==> config.mk <==
export PLATFORM = sky130hd
export DESIGN_NAME = ata_task_file_registers
export DESIGN_NICKNAME = d
export VERILOG_FILES = /design/src/hdl/pin_sync.v /design/src/hdl/ata_task_file_registers.v
export VERILOG_INCLUDE_DIRS = /design/src /design/src/include
export SDC_FILE = /design/constraint.sdc
export NUM_CORES = 1
export LEC_CHECK = 0
export BUFFER_PORTS_ARGS = -buffer_cell sky130_fd_sc_hd__buf_2
export CAP_MARGIN = 20
export CELL_PAD_IN_SITES_DETAIL_PLACEMENT = 0
export CELL_PAD_IN_SITES_GLOBAL_PLACEMENT = 1
export CORE_MARGIN = 4
export CORE_UTILIZATION = 36
export CTS_BUF_LIST = sky130_fd_sc_hd__clkbuf_4 sky130_fd_sc_hd__clkbuf_8
export CTS_CLUSTER_DIAMETER = 200
export CTS_CLUSTER_SIZE = 24
export DETAILED_ROUTE_END_ITERATION = 7
export PLACE_DENSITY_LB_ADDON = 0.2
export SYNTH_ARGS = -nofsm -noshare
export SYNTH_HDL_FRONTEND = slang
export SYNTH_HIERARCHICAL = 1
export SYNTH_SLANG_ARGS = --single-unit
==> constraint.sdc <==
create_clock -name clk -period 1.53 [get_ports clk]
set_input_delay 0.0765 -clock clk [delete_from_list [all_inputs] [get_ports clk]]
set_output_delay 0.0765 -clock clk [all_outputs]
set_load 0.02 [all_outputs]
==> src/include/task_file_regs.vh <==
// Register offsets, field positions and reset values of the task-file bank
`ifndef TASK_FILE_REGS_VH
`define TASK_FILE_REGS_VH

// =====================================================================
// Register offsets (4-bit task-file offset)
`define TF_OFS_DATA       4'h0
`define TF_OFS_ERROR      4'h1
`define TF_OFS_COUNT      4'h2
`define TF_OFS_ADDR_LOW   4'h3
`define TF_OFS_ADDR_MID   4'h4
`define TF_OFS_ADDR_HIGH  4'h5
`define TF_OFS_UNIT_HEAD  4'h6
`define TF_OFS_STATUS     4'h7
`define TF_OFS_ERROR_DUP  4'hD
`define TF_OFS_SHADOW     4'hE
`define TF_OFS_READBACK   4'hF

// =====================================================================
// Error cause bit positions
`define ERR_BAD_BLOCK     7
`define ERR_UNCORRECTABLE 6
`define ERR_NOT_FOUND     4
`define ERR_ABORTED       2
`define ERR_GENERAL       0
`define ERR_LIVE_MASK     8'hD5

// =====================================================================
// Unit/head select bit positions
`define UH_LBA_MODE       6
`define UH_DRIVE          4
`define UH_FORCED_ONES    8'hA0

// =====================================================================
// Status bit positions
`define ST_BUSY           7
`define ST_READY          6
`define ST_WRITE_FAULT    5
`define ST_SETTLED        4
`define ST_TRANSFER       3
`define ST_CORRECTED      2
`define ST_INDEX          1
`define ST_ERROR          0

// =====================================================================
// Host control bit positions
`define HC_SOFT_RESET     2
`define HC_IRQ_DISABLE    1

// =====================================================================
// Reset values
`define COUNT_RESET       8'h01
`define BYTE_ZERO         8'h00
`define SECTORS_FULL      9'h100

`endif

==> src/hdl/pin_sync.v <==
// Three-stage synchroniser with agreement filter for one pin input
`timescale 1ns/1ps
`default_nettype none

module pin_sync #(
  parameter RESET_LEVEL = 1'b0  // Level shown before the first agreement
) (
  input wire clk,
  input wire rst,
  input wire ce,
  input wire pin,
  output reg level_q
);

  reg s1_q;  // First stage, read only by s2_q
  reg s2_q;  // Second stage
  reg s3_q;  // Third stage

  // =====================================================================
  // Shift chain and filter
  // A change counts only once stages two and three agree
  always @(posedge clk) begin
    if (rst) begin
      s1_q <= RESET_LEVEL;
      s2_q <= RESET_LEVEL;
      s3_q <= RESET_LEVEL;
      level_q <= RESET_LEVEL;
    end else if (ce) begin
      s1_q <= pin;
      s2_q <= s1_q;
      s3_q <= s2_q;
      if (s2_q == s3_q) begin
        level_q <= s3_q;
      end
    end
  end

endmodule // pin_sync

`default_nettype wire

==> src/hdl/ata_task_file_registers.v <==
// Task-file register bank of a removable flash storage card
// Function
// - Read-only error cause register at offsets 1, D
// - Bit 7 bad block, bit 6 uncorrectable
// - Bit 4 sector id not found
// - Bit 2 command aborted or invalid
// - Bit 0 general error; 5,3,1 zero
// - Odd-only byte at offset 0 uses D15-D8
// - Transfer count zero means 256 sectors
// - Count resets 01h, zero on success
// - Unit/head bit 6 picks CHS or LBA
// - LBA built from four address registers
// - Bits 7,5 read one; bit 4 drive
// - Primary status read clears pending interrupt
// - Busy set while card owns command path
// - Ready clear from power-up until able
// - Bit 5 write fault, bit 4 settled
// - Transfer request set on need, next command clears
// - Bit 2 corrected error; bit 1 zero
// - Error bit per command; failing address kept
// - Host control writable even while busy
// - Soft reset bit holds reset, loads diagnostic
// - Control bit 1 disables interrupt, resets 0
// - Readback shows write, inverted head, selection
`timescale 1ns/1ps
`default_nettype none
`include "task_file_regs.vh"

module ata_task_file_registers #(
  parameter [7:0] DIAG_CODE = 8'h01  // Diagnostic code after soft reset
) (
  input wire clk,
  input wire rst,
  input wire ce,
  // Host side of the task file (already captured into clk domain)
  input wire host_rd,            // One-cycle read strobe
  input wire host_wr,            // One-cycle write strobe
  input wire [3:0] host_offset,  // Task-file offset
  input wire even_byte_n,        // Even-byte enable, active low
  input wire odd_byte_n,         // Odd-byte enable, active low
  input wire [15:0] host_wdata,  // Write data D15-D0
  output reg [15:0] host_rdata,  // Read data D15-D0
  output reg host_rdata_oe,      // High while card drives the bus
  // Configuration pin, copy number (outside domain)
  input wire copy_number_pin,
  // Controller side
  input wire cmd_start,          // New command written to command reg
  input wire busy_set,           // Card takes command path
  input wire busy_clear,         // Card releases command path
  input wire ready_set,          // Card can accept commands
  input wire xfer_req_set,       // Data register transfer needed
  input wire xfer_req_clear,     // Transfer phase over
  input wire corrected_set,      // Data error corrected
  input wire write_fault_set,    // Write fault occurred
  input wire write_active,       // Write in progress
  input wire cmd_done,           // Command ended (pulse)
  input wire cmd_failed,         // With cmd_done: ended in error
  input wire [7:0] fail_cause,   // Error cause bits for failure
  input wire [7:0] remain_count, // Sectors left on failure
  input wire [27:0] fail_addr,   // First failing sector address
  input wire irq_event,          // Completion interrupt event
  output reg [7:0] feature_q,    // Feature code for the controller
  output reg [7:0] count_q,      // Raw transfer count
  output reg [8:0] sectors_q,    // Effective sector count 1..256
  output reg lba_mode_q,         // High: logical block addressing
  output reg [27:0] start_addr_q,// Start address, LBA or CHS packed
  output reg selected_q,         // Drive bit matches copy number
  output reg soft_reset_q,       // Card held in soft reset
  output reg irq_q               // Interrupt request, active high
);

  // =====================================================================
  // Storage
  reg [7:0] error_q;     // Error cause register
  reg [7:0] addr_low_q;  // Start address low
  reg [7:0] addr_mid_q;  // Start address mid
  reg [7:0] addr_high_q; // Start address high
  reg [7:0] unit_head_q; // Unit/head select, writable bits
  reg [7:0] status_q;    // Status register
  reg irq_disable_q;     // Host control interrupt disable
  reg irq_pending_q;     // Interrupt awaiting status read
  wire copy_number;      // Synchronised copy number
  wire write_busy;       // Write activity, same clock, not synchronised

  // Copy number comes from a pin, so filter it
  pin_sync #(.RESET_LEVEL(1'b0)) u_copy_sync (
    .clk(clk),
    .rst(rst),
    .ce(ce),
    .pin(copy_number_pin),
    .level_q(copy_number)
  );

  assign write_busy = write_active;  // Same-clock logic, no sync

  // =====================================================================
  // Access decode
  // Odd-only byte to offset 0 is the error/feature register on D15-D8
  wire odd_only = even_byte_n & ~odd_byte_n;
  wire alias_err = (host_offset == `TF_OFS_DATA) & odd_only;
  wire hit_err = (host_offset == `TF_OFS_ERROR) |
                 (host_offset == `TF_OFS_ERROR_DUP) | alias_err;
  // Byte lane: odd-only accesses use the upper lane
  wire [7:0] wbyte = odd_only ? host_wdata[15:8] : host_wdata[7:0];
  wire wr_ok = host_wr & ~status_q[`ST_BUSY];  // Task file locked
  wire wr_ctl = host_wr & (host_offset == `TF_OFS_SHADOW);

  // =====================================================================
  // Read mux
  reg [7:0] rbyte;
  always @* begin
    rbyte = `BYTE_ZERO;
    if (hit_err) begin
      rbyte = error_q & `ERR_LIVE_MASK;
    end else begin
      case (host_offset)
        `TF_OFS_COUNT: rbyte = count_q;
        `TF_OFS_ADDR_LOW: rbyte = addr_low_q;
        `TF_OFS_ADDR_MID: rbyte = addr_mid_q;
        `TF_OFS_ADDR_HIGH: rbyte = addr_high_q;
        `TF_OFS_UNIT_HEAD: rbyte = unit_head_q | `UH_FORCED_ONES;
        `TF_OFS_STATUS: rbyte = status_q;
        `TF_OFS_SHADOW: rbyte = status_q;
        `TF_OFS_READBACK: begin
          // Bit 7 left zero; inverted head and selection
          rbyte = {1'b0, ~write_busy, ~unit_head_q[3:0],
                   ~(selected_q & unit_head_q[`UH_DRIVE]),
                   ~(selected_q & ~unit_head_q[`UH_DRIVE])};
        end
        default: rbyte = `BYTE_ZERO;  // Data path lives elsewhere
      endcase
    end
  end

  // =====================================================================
  // Read data register, lane follows byte enables
  always @(posedge clk) begin
    if (rst) begin
      host_rdata <= 16'h0000;
      host_rdata_oe <= 1'b0;
    end else if (ce) begin
      host_rdata_oe <= host_rd;
      if (host_rd) begin
        host_rdata <= odd_only ? {rbyte, 8'h00} : {8'h00, rbyte};
      end
    end
  end

  // =====================================================================
  // Host control: soft reset and interrupt disable, writable any time
  always @(posedge clk) begin
    if (rst) begin
      soft_reset_q <= 1'b0;
      irq_disable_q <= 1'b0;  // Enabled at power-on
    end else if (ce && wr_ctl) begin
      soft_reset_q <= wbyte[`HC_SOFT_RESET];
      irq_disable_q <= wbyte[`HC_IRQ_DISABLE];
    end
  end

  // =====================================================================
  // Task-file parameter registers
  // Controller results take priority over host writes in the same cycle
  always @(posedge clk) begin
    if (rst) begin
      feature_q <= `BYTE_ZERO;
      count_q <= `COUNT_RESET;
      addr_low_q <= `BYTE_ZERO;
      addr_mid_q <= `BYTE_ZERO;
      addr_high_q <= `BYTE_ZERO;
      unit_head_q <= `BYTE_ZERO;
      error_q <= `BYTE_ZERO;
    end else if (ce) begin
      if (soft_reset_q) begin
        error_q <= DIAG_CODE;  // Diagnostic code held in reset
        count_q <= `COUNT_RESET;
      end else if (cmd_done) begin
        if (cmd_failed) begin
          error_q <= fail_cause &
                     `ERR_LIVE_MASK;
          count_q <= remain_count;
          // Leave first failing sector address
          addr_low_q <= fail_addr[7:0];
          addr_mid_q <= fail_addr[15:8];
          addr_high_q <= fail_addr[23:16];
          unit_head_q[3:0] <= fail_addr[27:24];
        end else begin
          count_q <= `BYTE_ZERO;  // Success leaves zero
        end
      end else if (cmd_start) begin
        error_q <= `BYTE_ZERO;
      end else if (wr_ok) begin
        if (hit_err) begin
          feature_q <= wbyte;
        end
        case (host_offset)
          `TF_OFS_COUNT: count_q <= wbyte;
          `TF_OFS_ADDR_LOW: addr_low_q <= wbyte;
          `TF_OFS_ADDR_MID: addr_mid_q <= wbyte;
          `TF_OFS_ADDR_HIGH: addr_high_q <= wbyte;
          `TF_OFS_UNIT_HEAD: unit_head_q <= wbyte & ~`UH_FORCED_ONES;
          default: ;  // Other offsets hold no parameter
        endcase
      end
    end
  end

  // =====================================================================
  // Decoded parameters for the controller
  always @(posedge clk) begin
    if (rst) begin
      sectors_q <= 9'h001;
      lba_mode_q <= 1'b0;
      start_addr_q <= 28'h0000000;
      selected_q <= 1'b0;
    end else if (ce) begin
      // Zero count asks for a full 256 sectors
      sectors_q <= (count_q == `BYTE_ZERO) ? `SECTORS_FULL
                                           : {1'b0, count_q};
      lba_mode_q <= unit_head_q[`UH_LBA_MODE];
      // Same packing serves CHS: head, cylinder, sector
      start_addr_q <= {unit_head_q[3:0], addr_high_q, addr_mid_q,
                       addr_low_q};
      selected_q <= (unit_head_q[`UH_DRIVE] == copy_number);
    end
  end

  // =====================================================================
  // Status register; set beats clear in the same cycle, soft reset beats both and clears all
  always @(posedge clk) begin
    if (rst) begin
      status_q <= `BYTE_ZERO;  // Ready clear at power-up
    end else if (ce) begin
      if (soft_reset_q) begin
        status_q <= `BYTE_ZERO;  // Cleared while held
      end else begin
        // Busy owns command path
        if (busy_set | cmd_start) begin
          status_q[`ST_BUSY] <= 1'b1;
        end else if (busy_clear) begin
          status_q[`ST_BUSY] <= 1'b0;
        end
        if (ready_set) begin
          status_q[`ST_READY] <= 1'b1;
          status_q[`ST_SETTLED] <= 1'b1;
        end
        if (write_fault_set) begin
          status_q[`ST_WRITE_FAULT] <= 1'b1;
        end else if (cmd_start) begin
          status_q[`ST_WRITE_FAULT] <= 1'b0;
        end
        if (xfer_req_set) begin
          status_q[`ST_TRANSFER] <= 1'b1;
        end else if (cmd_start | xfer_req_clear) begin
          status_q[`ST_TRANSFER] <= 1'b0;
        end
        if (corrected_set) begin
          status_q[`ST_CORRECTED] <= 1'b1;
        end else if (cmd_start) begin
          status_q[`ST_CORRECTED] <= 1'b0;
        end
        status_q[`ST_INDEX] <= 1'b0;  // Always zero
        if (cmd_done & cmd_failed) begin
          status_q[`ST_ERROR] <= 1'b1;
        end else if (cmd_start) begin
          status_q[`ST_ERROR] <= 1'b0;
        end
      end
    end
  end

  // =====================================================================
  // Interrupt: primary status read clears, shadow read does not
  wire status_rd = host_rd & (host_offset == `TF_OFS_STATUS) & ~odd_only;
  always @(posedge clk) begin
    if (rst) begin
      irq_pending_q <= 1'b0;
      irq_q <= 1'b0;
    end else if (ce) begin
      if (soft_reset_q) begin
        irq_pending_q <= 1'b0;
      end else if (irq_event) begin
        irq_pending_q <= 1'b1;  // Event wins over a same-cycle read
      end else if (status_rd) begin
        irq_pending_q <= 1'b0;
      end
      irq_q <= irq_pending_q & ~irq_disable_q;
    end
  end

endmodule // ata_task_file_registers

`default_nettype wire

-- Word level (Yosys, flattened, before mapping)
Cells that the tools add are included.
- bits in registers: 126
- input port bits: 84
- output and inout bits: 74
- bitwise gates (word level): 26
- multiplexer cells: 48
- eq/ne operators: 16
- reduce and logical (&&, ||, !) cells: 36
- operator list (cell ; number):
    2-to-1 mux 8 bit ; 28
    case mux 8 bit (7 select lines) ; 1
    AND reduction 6 bit ; 6
    nonzero test 3 bit ; 9
    2-to-1 mux 4 bit ; 5
    AND reduction 2 bit ; 9
    equality test 4 x 3 -> 1 bit (second input constant) ; 4
    2-to-1 mux 16 bit ; 1
    equality test 4 bit (second input constant) ; 3
    2-to-1 mux 1 bit ; 12
    nonzero test 2 bit ; 6
    NOT 1 bit ; 11
    bitwise AND 1 bit ; 10
    2-to-1 mux 9 bit ; 1
    equality test 4 x 2 -> 1 bit (second input constant) ; 2
    zero test 8 bit ; 1
    inequality test 3 x 1 -> 1 bit (second input constant) ; 2
    equality test 4 x 1 -> 1 bit (second input constant) ; 1
    zero test 4 bit ; 1
    inequality test 2 x 1 -> 1 bit (second input constant) ; 2
    NOT 4 bit ; 1
    bitwise OR 1 bit ; 4
    AND reduction 4 bit ; 1
    AND reduction 3 bit ; 1
    other kinds (3) ; 4

-- Logic depth before layout (Yosys ltp)
Gate-level depths: netlist of the first run.
- depth in word-level cells: 8
- gate-level depth with buffers: 8

-- Cells and area by module
Netlist of the first run, hierarchy kept.
- modules (own cells, without submodules) (module ; instances ; area each (um^2) ; seq. area each (um^2) ; cells each):
    ata_task_file_registers ; 1 ; 5403.9 ; 2342.2 ; 598
    pin_sync ; 1 ; 171.4 ; 80.1 ; 16

-- Least setup slack after synthesis of the first run
Ideal clock, no wire load.
- kind: reg-to-reg
- start point: reg status_q[7]
- end point: reg addr_low_q[2]
- required time: 1.402 ns
- cell stages (with the launch flop): 7
- path buffers: 1
- slack: -0.052 ns
- arrival: 1.454 ns
- library setup time: 0.128 ns
- clock period less this slack: 1.582 ns
- path through: dfxtp_1 nor4b_4 a41oi_2 nor2_4 buf_6 mux2i_1 nor2_1
- cells in the longest elaborated chain, start to end: 4
- ends and longest elaborated chain (item ; RTL line ; source):
    start: declaration ; ata_task_file_registers.v:79 ; reg [7:0] status_q;
    start signal: assignment ; ata_task_file_registers.v:232 ; status_q <= `BYTE_ZERO;
    start signal: assignment ; ata_task_file_registers.v:235 ; status_q <= `BYTE_ZERO;
    NOT 1 bit ; ata_task_file_registers.v:105 ; wire wr_ok = host_wr & ~status_q[`ST_BUSY];
    bitwise AND 1 bit ; ata_task_file_registers.v:105 ;
    nonzero test 2 bit (no source line) ; -- ;
    AND reduction 6 bit (no source line) ; -- ;
    end signal: assignment ; ata_task_file_registers.v:168 ; addr_low_q <= `BYTE_ZERO;
    end signal: assignment ; ata_task_file_registers.v:183 ; addr_low_q <= fail_addr[7:0];
    end signal: assignment ; ata_task_file_registers.v:198 ; `TF_OFS_ADDR_LOW: addr_low_q <= wbyte;
    end: declaration ; ata_task_file_registers.v:75 ; reg [7:0] addr_low_q;
No other way between the ends.
A chain may end at the register's enable or synchronous reset.

-- Worst setup path after layout of the first run
Same ends and word-level chain as after synthesis.

==> reports/results.txt, run 1 <==
LEAKAGE - 3.63 nW
CP Cell Sequence - nor4b_4 -> buf_6 -> a41oi_4 -> nor2_4 -> buf_12 -> mux2i_1 -> nor2_1
H-tree levels - 4
Die Wd - 132 µm
dpl ws - -71.8 ps
GRT Overall Usage - 23.3%
height of the chip - 132 µm
logic gate share of total power - 15.6%
Max-cap violations - 0
CTS tree - built
CP required - 1870 ps
vias - 5499
max-slew violation count - 0
clock sinks - 121
Critical Path Fanout Max - 11
Avg Vias per Cell - 5.09
ANT nets after route - 0
post-DP HPWL - 15.4 mm
area of the multi-input gates - 0.00290 mm²
CP arrival - 1840 ps
sequential share of power - 43.2%
die area - 0.0175 mm²
vias in the first global route - 5648
Worst-Skew Late Latency - 450 ps
Port Buffers - 154
min-delay worst type - input pin to flip-flop
P&R area growth vs syn - 45.3%
nets@finish - 963
Avg Inst Size Synth - 9.08 µm²
Switching Share - 26.9%
final setup fails - 0
RSZ-0062 raised after global routing - true
core region area - 0.0152 mm²
area of the mapped netlist - 0.00558 mm²
PwrDens - 954 mW/mm²
Layout Skew - 7.42 ps
critical path type - flip-flop to flip-flop
Setup TNS - 0 ps
CTS buffer count - 17
Yosys top cell area share - 43.4%
capturing point of the worst reg2reg path - addr_low_q[2]
final WL - 20.1 mm
first-pass GRT wire length - 31.8 mm
Fmax - 670 MHz
register area share after synthesis - 43.4%
Pint - 5.65 mW
layout cells sized above 1 - 35.7%
Residual DRC - 0
Synth area leader - dfxtp_1
Tmin final - 1490 ps
Clock power frac - 41.1%
Starting Density - 36.7%
worst-case vdd ir drop - 0.616 mV
Critical Path Slowest Stage Cell - dfxtp_2
Netlist cell types - 63
Worst Slack Setup Final - 36.9 ps
DRT iter0 DRCs - 282
Crit path largest cell delay - 340 ps
I/O Pins - 158
Worst Setup Start Kind - flip-flop
status - complete, no violations
Fin. Hold Viols - 0
number of synthesized flops with an enable pin - 0
iteration count of the initial detailed-routing pass - 4
root buffer cell - clkbuf_8
per-cell routed wire length - 18.6 µm
FF+latch count, synth - 121
R2R cell count - 7
row count - 45
slew margin rel. - 64.7%
FILL cells - 1477
grt ovf - 0
largest cells by area after synthesis - dfxtp_1 (43%), mux2i_1 (11%), nor2_1 (6.1%), a21oi_1 (4.9%), a211oi_2 (2.5%)
largest net degree at the start of global routing - 44
reg-to-reg slack, setup - 40 ps
flip-flop and latch area - 0.00242 mm²
worst reg2reg startpoint - status_q[7]
part of the cycle the worst path needs - 97.6%
Syn Nets - 698
Worst Setup EP - addr_low_q[2]
hold path cells - 5
synthesized instance count - 614
CTS clock-pin slew for the worst setup and hold paths - 70 ps
crit path launch - status_q[7]
NetSw - 2.08 mW
GPL Wtd Cong - 0.885
Primary FF master, synth - dfxtp_1
ys async rst share - 0%
CTS Buffer Depth - 2
initial antenna violation count - 1
crit end category - flip-flop
yosys synthesis warning count - 6
Least-Margin Pin Slew - 529 ps
==> Yosys cell counts (7+ instances only) <==
library cell / number
a211oi_1: 14
a211oi_2: 11
a21oi_1: 55
a22o_1: 14
a22oi_1: 7
buf_1: 7
buf_2: 8
buf_4: 9
clkbuf_1: 16
dfxtp_1: 121
inv_1: 15
mux2i_1: 61
nand2_1: 33
nand2b_1: 10
nand3_1: 7
nor2_1: 90
nor3_1: 8
o21ai_0: 25
o2bb2ai_1: 7
==> area by class of cell <==
| cell class | count | area share (%) |
|---|---|---|
| multi-input cells | 431 | 35.8 |
| repair buffers | 291 | 25.0 |
| inverters | 17 | 0.788 |
| clock buffers | 22 | 3.74 |
| flip-flops and latches | 121 | 29.9 |
| well taps | 188 | 2.90 |
| diodes | 1 | 0.0309 |
| clock inverters | 10 | 1.73 |
==> cells by family after synthesis <==
kind of cell           after synthesis  share of synthesized area [%]
AO/OA/AOI/OAI                      173                           21.8
XOR/XNOR                             3                          0.471
buffers and inverters               62                           5.52
flip-flops                         121                           43.4
multiplexers                        65                           11.8
AND/OR/NAND/NOR                    190                           17.0
==> cells in the final DEF (no fill, tap or decap), types with 15 or more instances in the layout <==
cell type	Yosys	layout
dlygate4sd3_1	0	51
clkbuf_8	0	22
a21oi_1	55	55
o21ai_0	25	24
inv_1	15	15
buf_4	9	77
dfxtp_1	121	119
buf_2	8	153
nand2_1	33	32
mux2i_1	61	61
nor2_1	90	89
==> worst max-delay path, delay by kind of cell, from the launching register on <==
kind,cells,cell delay [ps]
DFF,1,340
buffers and inverters,2,310
and+or+nand+nor,3,400
muxes,1,190
AOI/OAI and AO/OA,1,130
==> sequential cells by signal, summed over array words and instances (netlist names), 5 cells and up <==
name and count:
host_rdata 16, sectors_q 9, error_q 5, status_q 6
feature_q 8, unit_head_q 6, addr_high_q 8, addr_low_q 8
start_addr_q 28, addr_mid_q 8, count_q 8
==> how the worst min path moves through the flow <==
stage / startpoint / end
4_1_cts: fail_addr[1] / addr_low_q[1]
5_1_grt: ce / selected_q
3_3_place_gp: copy_number_pin / u_copy_sync/s1_q
6_report: fail_addr[1] / addr_low_q[1]
2_1_floorplan: rst / u_copy_sync/s1_q
3_5_place_dp: copy_number_pin / u_copy_sync/s1_q
==> layer usage <==
layer  share of wire, %  GRT usage, %  vias to the layer above
met2                 48          38.3                      155
met3                5.0          5.32                       21
met1                 45          30.4                     2584
met5                  0             0                        -
li1                   -             -                     2739
met4                1.9          7.45                        0
==> power by group through the flow <==
| stage | clock network, mW | logic [mW] | registers [mW] |
|---|---|---|---|
| 3_5_place_dp | 0 | 1.08 | 3.41 |
| 3_3_place_gp | 0 | 1.08 | 3.41 |
| 4_1_cts | 3.24 | 1.20 | 3.34 |
| 6_report | 3.18 | 1.21 | 3.34 |
| 2_1_floorplan | 0 | 0.539 | 3.43 |
| 5_1_grt | 3.37 | 1.31 | 3.35 |
==> stage by stage <==
stage	util (%)	power [mW]	hold slack, ps	cells	area [µm²]
6_report	53.3	7.73	55.6	1081	8100
5_1_grt	53.3	8.04	87.9	1081	8100
4_1_cts	53.0	7.78	22.6	1080	8050
3_5_place_dp	46.5	4.50	329	996	7070
3_3_place_gp	46.5	4.49	313	996	7070
2_1_floorplan	-	3.97	149	614	5580
==> timing repair <==
item / 4_1_cts / 5_1_grt
endpoints found under the hold margin: 54 / 0
hold buffers: 51 / 0
resized for setup: 5 / 13
endpoints found under the setup margin: 13 / 21
setup buffers: 1 / 0
pin swaps: 1 / 6
Note: power is estimated with default switching activity, not from simulation.
==> run 2, diff against run 1 <==
--- a/config.mk
+++ b/config.mk
@@ -6,12 +6,13 @@
 export SDC_FILE = /design/constraint.sdc
 export NUM_CORES = 1
 export LEC_CHECK = 0
+export ABC_AREA = 1
 export BUFFER_PORTS_ARGS = -buffer_cell sky130_fd_sc_hd__buf_2
 export CAP_MARGIN = 20
 export CELL_PAD_IN_SITES_DETAIL_PLACEMENT = 0
 export CELL_PAD_IN_SITES_GLOBAL_PLACEMENT = 1
 export CORE_MARGIN = 4
-export CORE_UTILIZATION = 36
+export CORE_UTILIZATION = 34
 export CTS_BUF_LIST = sky130_fd_sc_hd__clkbuf_4 sky130_fd_sc_hd__clkbuf_8
 export CTS_CLUSTER_DIAMETER = 200
 export CTS_CLUSTER_SIZE = 24
==> reports/results.txt, run 2 <==
first-pass GRT wire length - 29.6 mm (was 31.8 mm)
R2R cell count - 5 (was 7)
per-cell routed wire length - 15.3 µm (was 18.6 µm)
layout cells sized above 1 - 24.8% (was 35.7%)
worst reg2reg startpoint - soft_reset_q (was status_q[7])
area of the mapped netlist - 0.00539 mm² (was 0.00558 mm²)
Syn Nets - 868 (was 698)
vias in the first global route - 5634 (was 5648)
critical hold path startpoint - fail_addr[14] (was fail_addr[1])
hold path cells - 5 (unchanged)
CTS tree - built (unchanged)
initial antenna violation count - 0 (was 1)
post-DP HPWL - 13.7 mm (was 15.4 mm)
Avg Inst Size Synth - 6.87 µm² (was 9.08 µm²)
Starting Density - 35.0% (was 36.7%)
FILL cells - 1674 (was 1477)
Residual DRC - 0 (unchanged)
part of the cycle the worst path needs - 93.9% (was 97.6%)
Least-Margin Pin Slew - 634 ps (was 529 ps)
Fin. Hold Viols - 0 (unchanged)
core region area - 0.0154 mm² (was 0.0152 mm²)
top flop regs - start_addr_q: 28 flops, host_rdata: 16 flops, sectors_q: 9 flops (unchanged)
P&R area growth vs syn - 38.3% (was 45.3%)
slew margin rel. - 57.7% (was 64.7%)
nets@finish - 1082 (was 963)
height of the chip - 134 µm (was 132 µm)
yosys synthesis warning count - 6 (unchanged)
LEAKAGE - 3.59 nW (was 3.63 nW)
commonest non-fill, non-tap cell in the layout - nand2_1 (was buf_2)
I/O Pins - 158 (unchanged)
ANT nets after route - 0 (unchanged)
DRT iter0 DRCs - 283 (was 282)
largest cells by area after synthesis - dfxtp_1 (45%), nand2_1 (17%), a21oi_1 (9.2%), o21ai_0 (8.4%), nor2_1 (5.2%) (was dfxtp_1 (43%), mux2i_1 (11%), nor2_1 (6.1%), a21oi_1 (4.9%), a211oi_2 (2.5%))
FF+latch count, synth - 121 (unchanged)
ys async rst share - 0% (unchanged)
largest net degree at the start of global routing - 84 (was 44)
Setup TNS - 0 ps (unchanged)
root buffer cell - clkbuf_8 (unchanged)
worst-case vdd ir drop - 0.498 mV (was 0.616 mV)
max-slew violation count - 0 (unchanged)
Synth area leader - dfxtp_1 (unchanged)
Pwr Total - 7.80 mW (was 7.73 mW)
Yosys top cell area share - 45.0% (was 43.4%)
crit end category - flip-flop (unchanged)
CP required - 1900 ps (was 1870 ps)
clock sinks - 121 (unchanged)
WHS Endpoint - addr_mid_q[6] (was addr_low_q[1])
reg-to-reg slack, setup - 90 ps (was 40 ps)
status - complete, no violations (unchanged)
die area - 0.0179 mm² (was 0.0175 mm²)
min-delay worst type - input pin to flip-flop (unchanged)
vias - 5700 (was 5499)
CP arrival - 1810 ps (was 1840 ps)
Layout Skew - 10.6 ps (was 7.42 ps)
Ant. Diodes - 0 (was 1)
Worst Setup Start Kind - flip-flop (unchanged)
critical path type - flip-flop to flip-flop (unchanged)
CTS clock-pin slew for the worst setup and hold paths - 70 ps (about the same)
Max-cap violations - 0 (unchanged)
capturing point of the worst reg2reg path - status_q[7] (was addr_low_q[2])
Critical Path Fanout Max - 4 (was 11)
count leader, synth - nand2_1 (was dfxtp_1)
CTS buffer count - 17 (unchanged)
register area share after synthesis - 45.0% (was 43.4%)
Top reg by flops - start_addr_q (unchanged)
Netlist cell types - 31 (was 63)
row count - 45 (unchanged)
Worst-Skew Late Latency - 450 ps (about the same)
Die Wd - 134 µm (was 132 µm)
grt ovf - 0 (unchanged)
iteration count of the initial detailed-routing pass - 5 (was 4)
Avg Vias per Cell - 4.66 (was 5.09)
most frequent cells in the layout - nand2_1 (236), buf_2 (154), dfxtp_1 (121), a21oi_1 (99), o21ai_0 (86) (was buf_2 (153), dfxtp_1 (119), nor2_1 (89), buf_4 (77), mux2i_1 (61))
H-tree levels - 4 (unchanged)
GRT Overall Usage - 21.0% (was 23.3%)
final WL - 18.7 mm (was 20.1 mm)
synth cell count leaders - nand2_1 (237), dfxtp_1 (121), a21oi_1 (99) (was dfxtp_1 (121), nor2_1 (90), mux2i_1 (61))
synthesized instance count - 784 (was 614)
Fmax - 696 MHz (was 670 MHz)
RSZ-0062 raised after global routing - false (was true)
CTS Buffer Depth - 2 (unchanged)
final setup fails - 0 (unchanged)
Port Buffers - 154 (unchanged)
number of synthesized flops with an enable pin - 0 (unchanged)
Primary FF master, synth - dfxtp_1 (unchanged)
PwrDens - 1050 mW/mm² (was 954 mW/mm²)
Largest register FFs - 28 (unchanged)
Tmin final - 1440 ps (was 1490 ps)
GPL Wtd Cong - 0.917 (was 0.885)
-- run 2: cell types whose count changed after synthesis, moves of 14 or more --
cell,before,now
nand2_1,33,237
mux2i_1,61,0
a22o_1,14,0
a21oi_1,55,99
o21ai_0,25,90
nand3_1,7,22
nor2_1,90,75
inv_1,15,62
-- run 2: cell type report --
class	instances	area [µm²]	share of cell area [%]
multi-input cells	565	2570	34.5
well taps	211	264	3.54
inverters	64	240	3.22
clock buffers	25	319	4.28
clock inverters	7	138	1.85
flip-flops and latches	121	2420	32.5
repair buffers	229	1500	20.1
-- run 2: cells by family (layout without fill, tap and decap cells) --
family / after synthesis / after routing / synth area share [%]
AND/OR/NAND/NOR: 360 / 360 / 27.5
AO/OA/AOI/OAI: 204 / 204 / 19.9
flip-flops: 121 / 121 / 45.0
buffers and inverters: 98 / 325 / 7.41
XOR/XNOR: 1 / 1 / 0.163
-- run 2: per-layer routing --
layer	vias to the layer above	part of all wire (%)	GRT usage, %	routed length (µm)
li1	2962	-	-	-
met1	2572	47	27.8	8790
met2	149	47	34.6	8740
met3	17	5.1	4.46	947
met4	0	1.1	6.06	206
met5	-	0	0	0
-- run 2: critical path, stage by stage, from the launching register on --
cell	delay [ps]
dfxtp_1	340
nor2_4	160
buf_6	120
o21ai_0	60
dlygate4sd3_1	560
a21oi_1	130
-- run 2: stage by stage --
step / std cells / cell area [µm²] / hold WS, ps / utilization [%] / worst slack [ps]
after floorplan: 784 / 5390 / 170 / - / 47.1
after global placement: 1148 / 6560 / 311 / 42.7 / 0.807
after detailed placement: 1148 / 6560 / 339 / 42.7 / 5.00
after CTS: 1219 / 7410 / 1.05 / 48.2 / 12.0
after global routing: 1222 / 7450 / 23.6 / 48.5 / 6.15
final: 1222 / 7450 / 9.04 / 48.5 / 92.9
-- run 2: how the worst max path moves through the flow --
stage / to / startpoint / slack (ps)
2_1_floorplan: addr_low_q[5] / soft_reset_q / 50
3_3_place_gp: addr_mid_q[6] / odd_byte_n / 0.8
3_5_place_dp: addr_high_q[6] / odd_byte_n / 5
4_1_cts: feature_q[0] / status_q[7] / 10
5_1_grt: addr_high_q[0] / status_q[7] / 6
6_report: status_q[7] / soft_reset_q / 90
-- run 2: where the power goes --
part	internal [mW]	total, mW	switching [mW]
Clock	2.02	3.31	1.29
Sequential	3.30	3.38	0.0837
Combinational	0.433	1.12	0.683
Total	5.75	7.80	2.05
-- run 2: repair_timing --
item | 4_1_cts | 5_1_grt
hold buffers | 39 | 0
gates resized for setup | 0 | 7
buffers inserted | 0 | 3
hold endpoints to repair | 36 | 0
setup endpoints to repair | 0 | 25
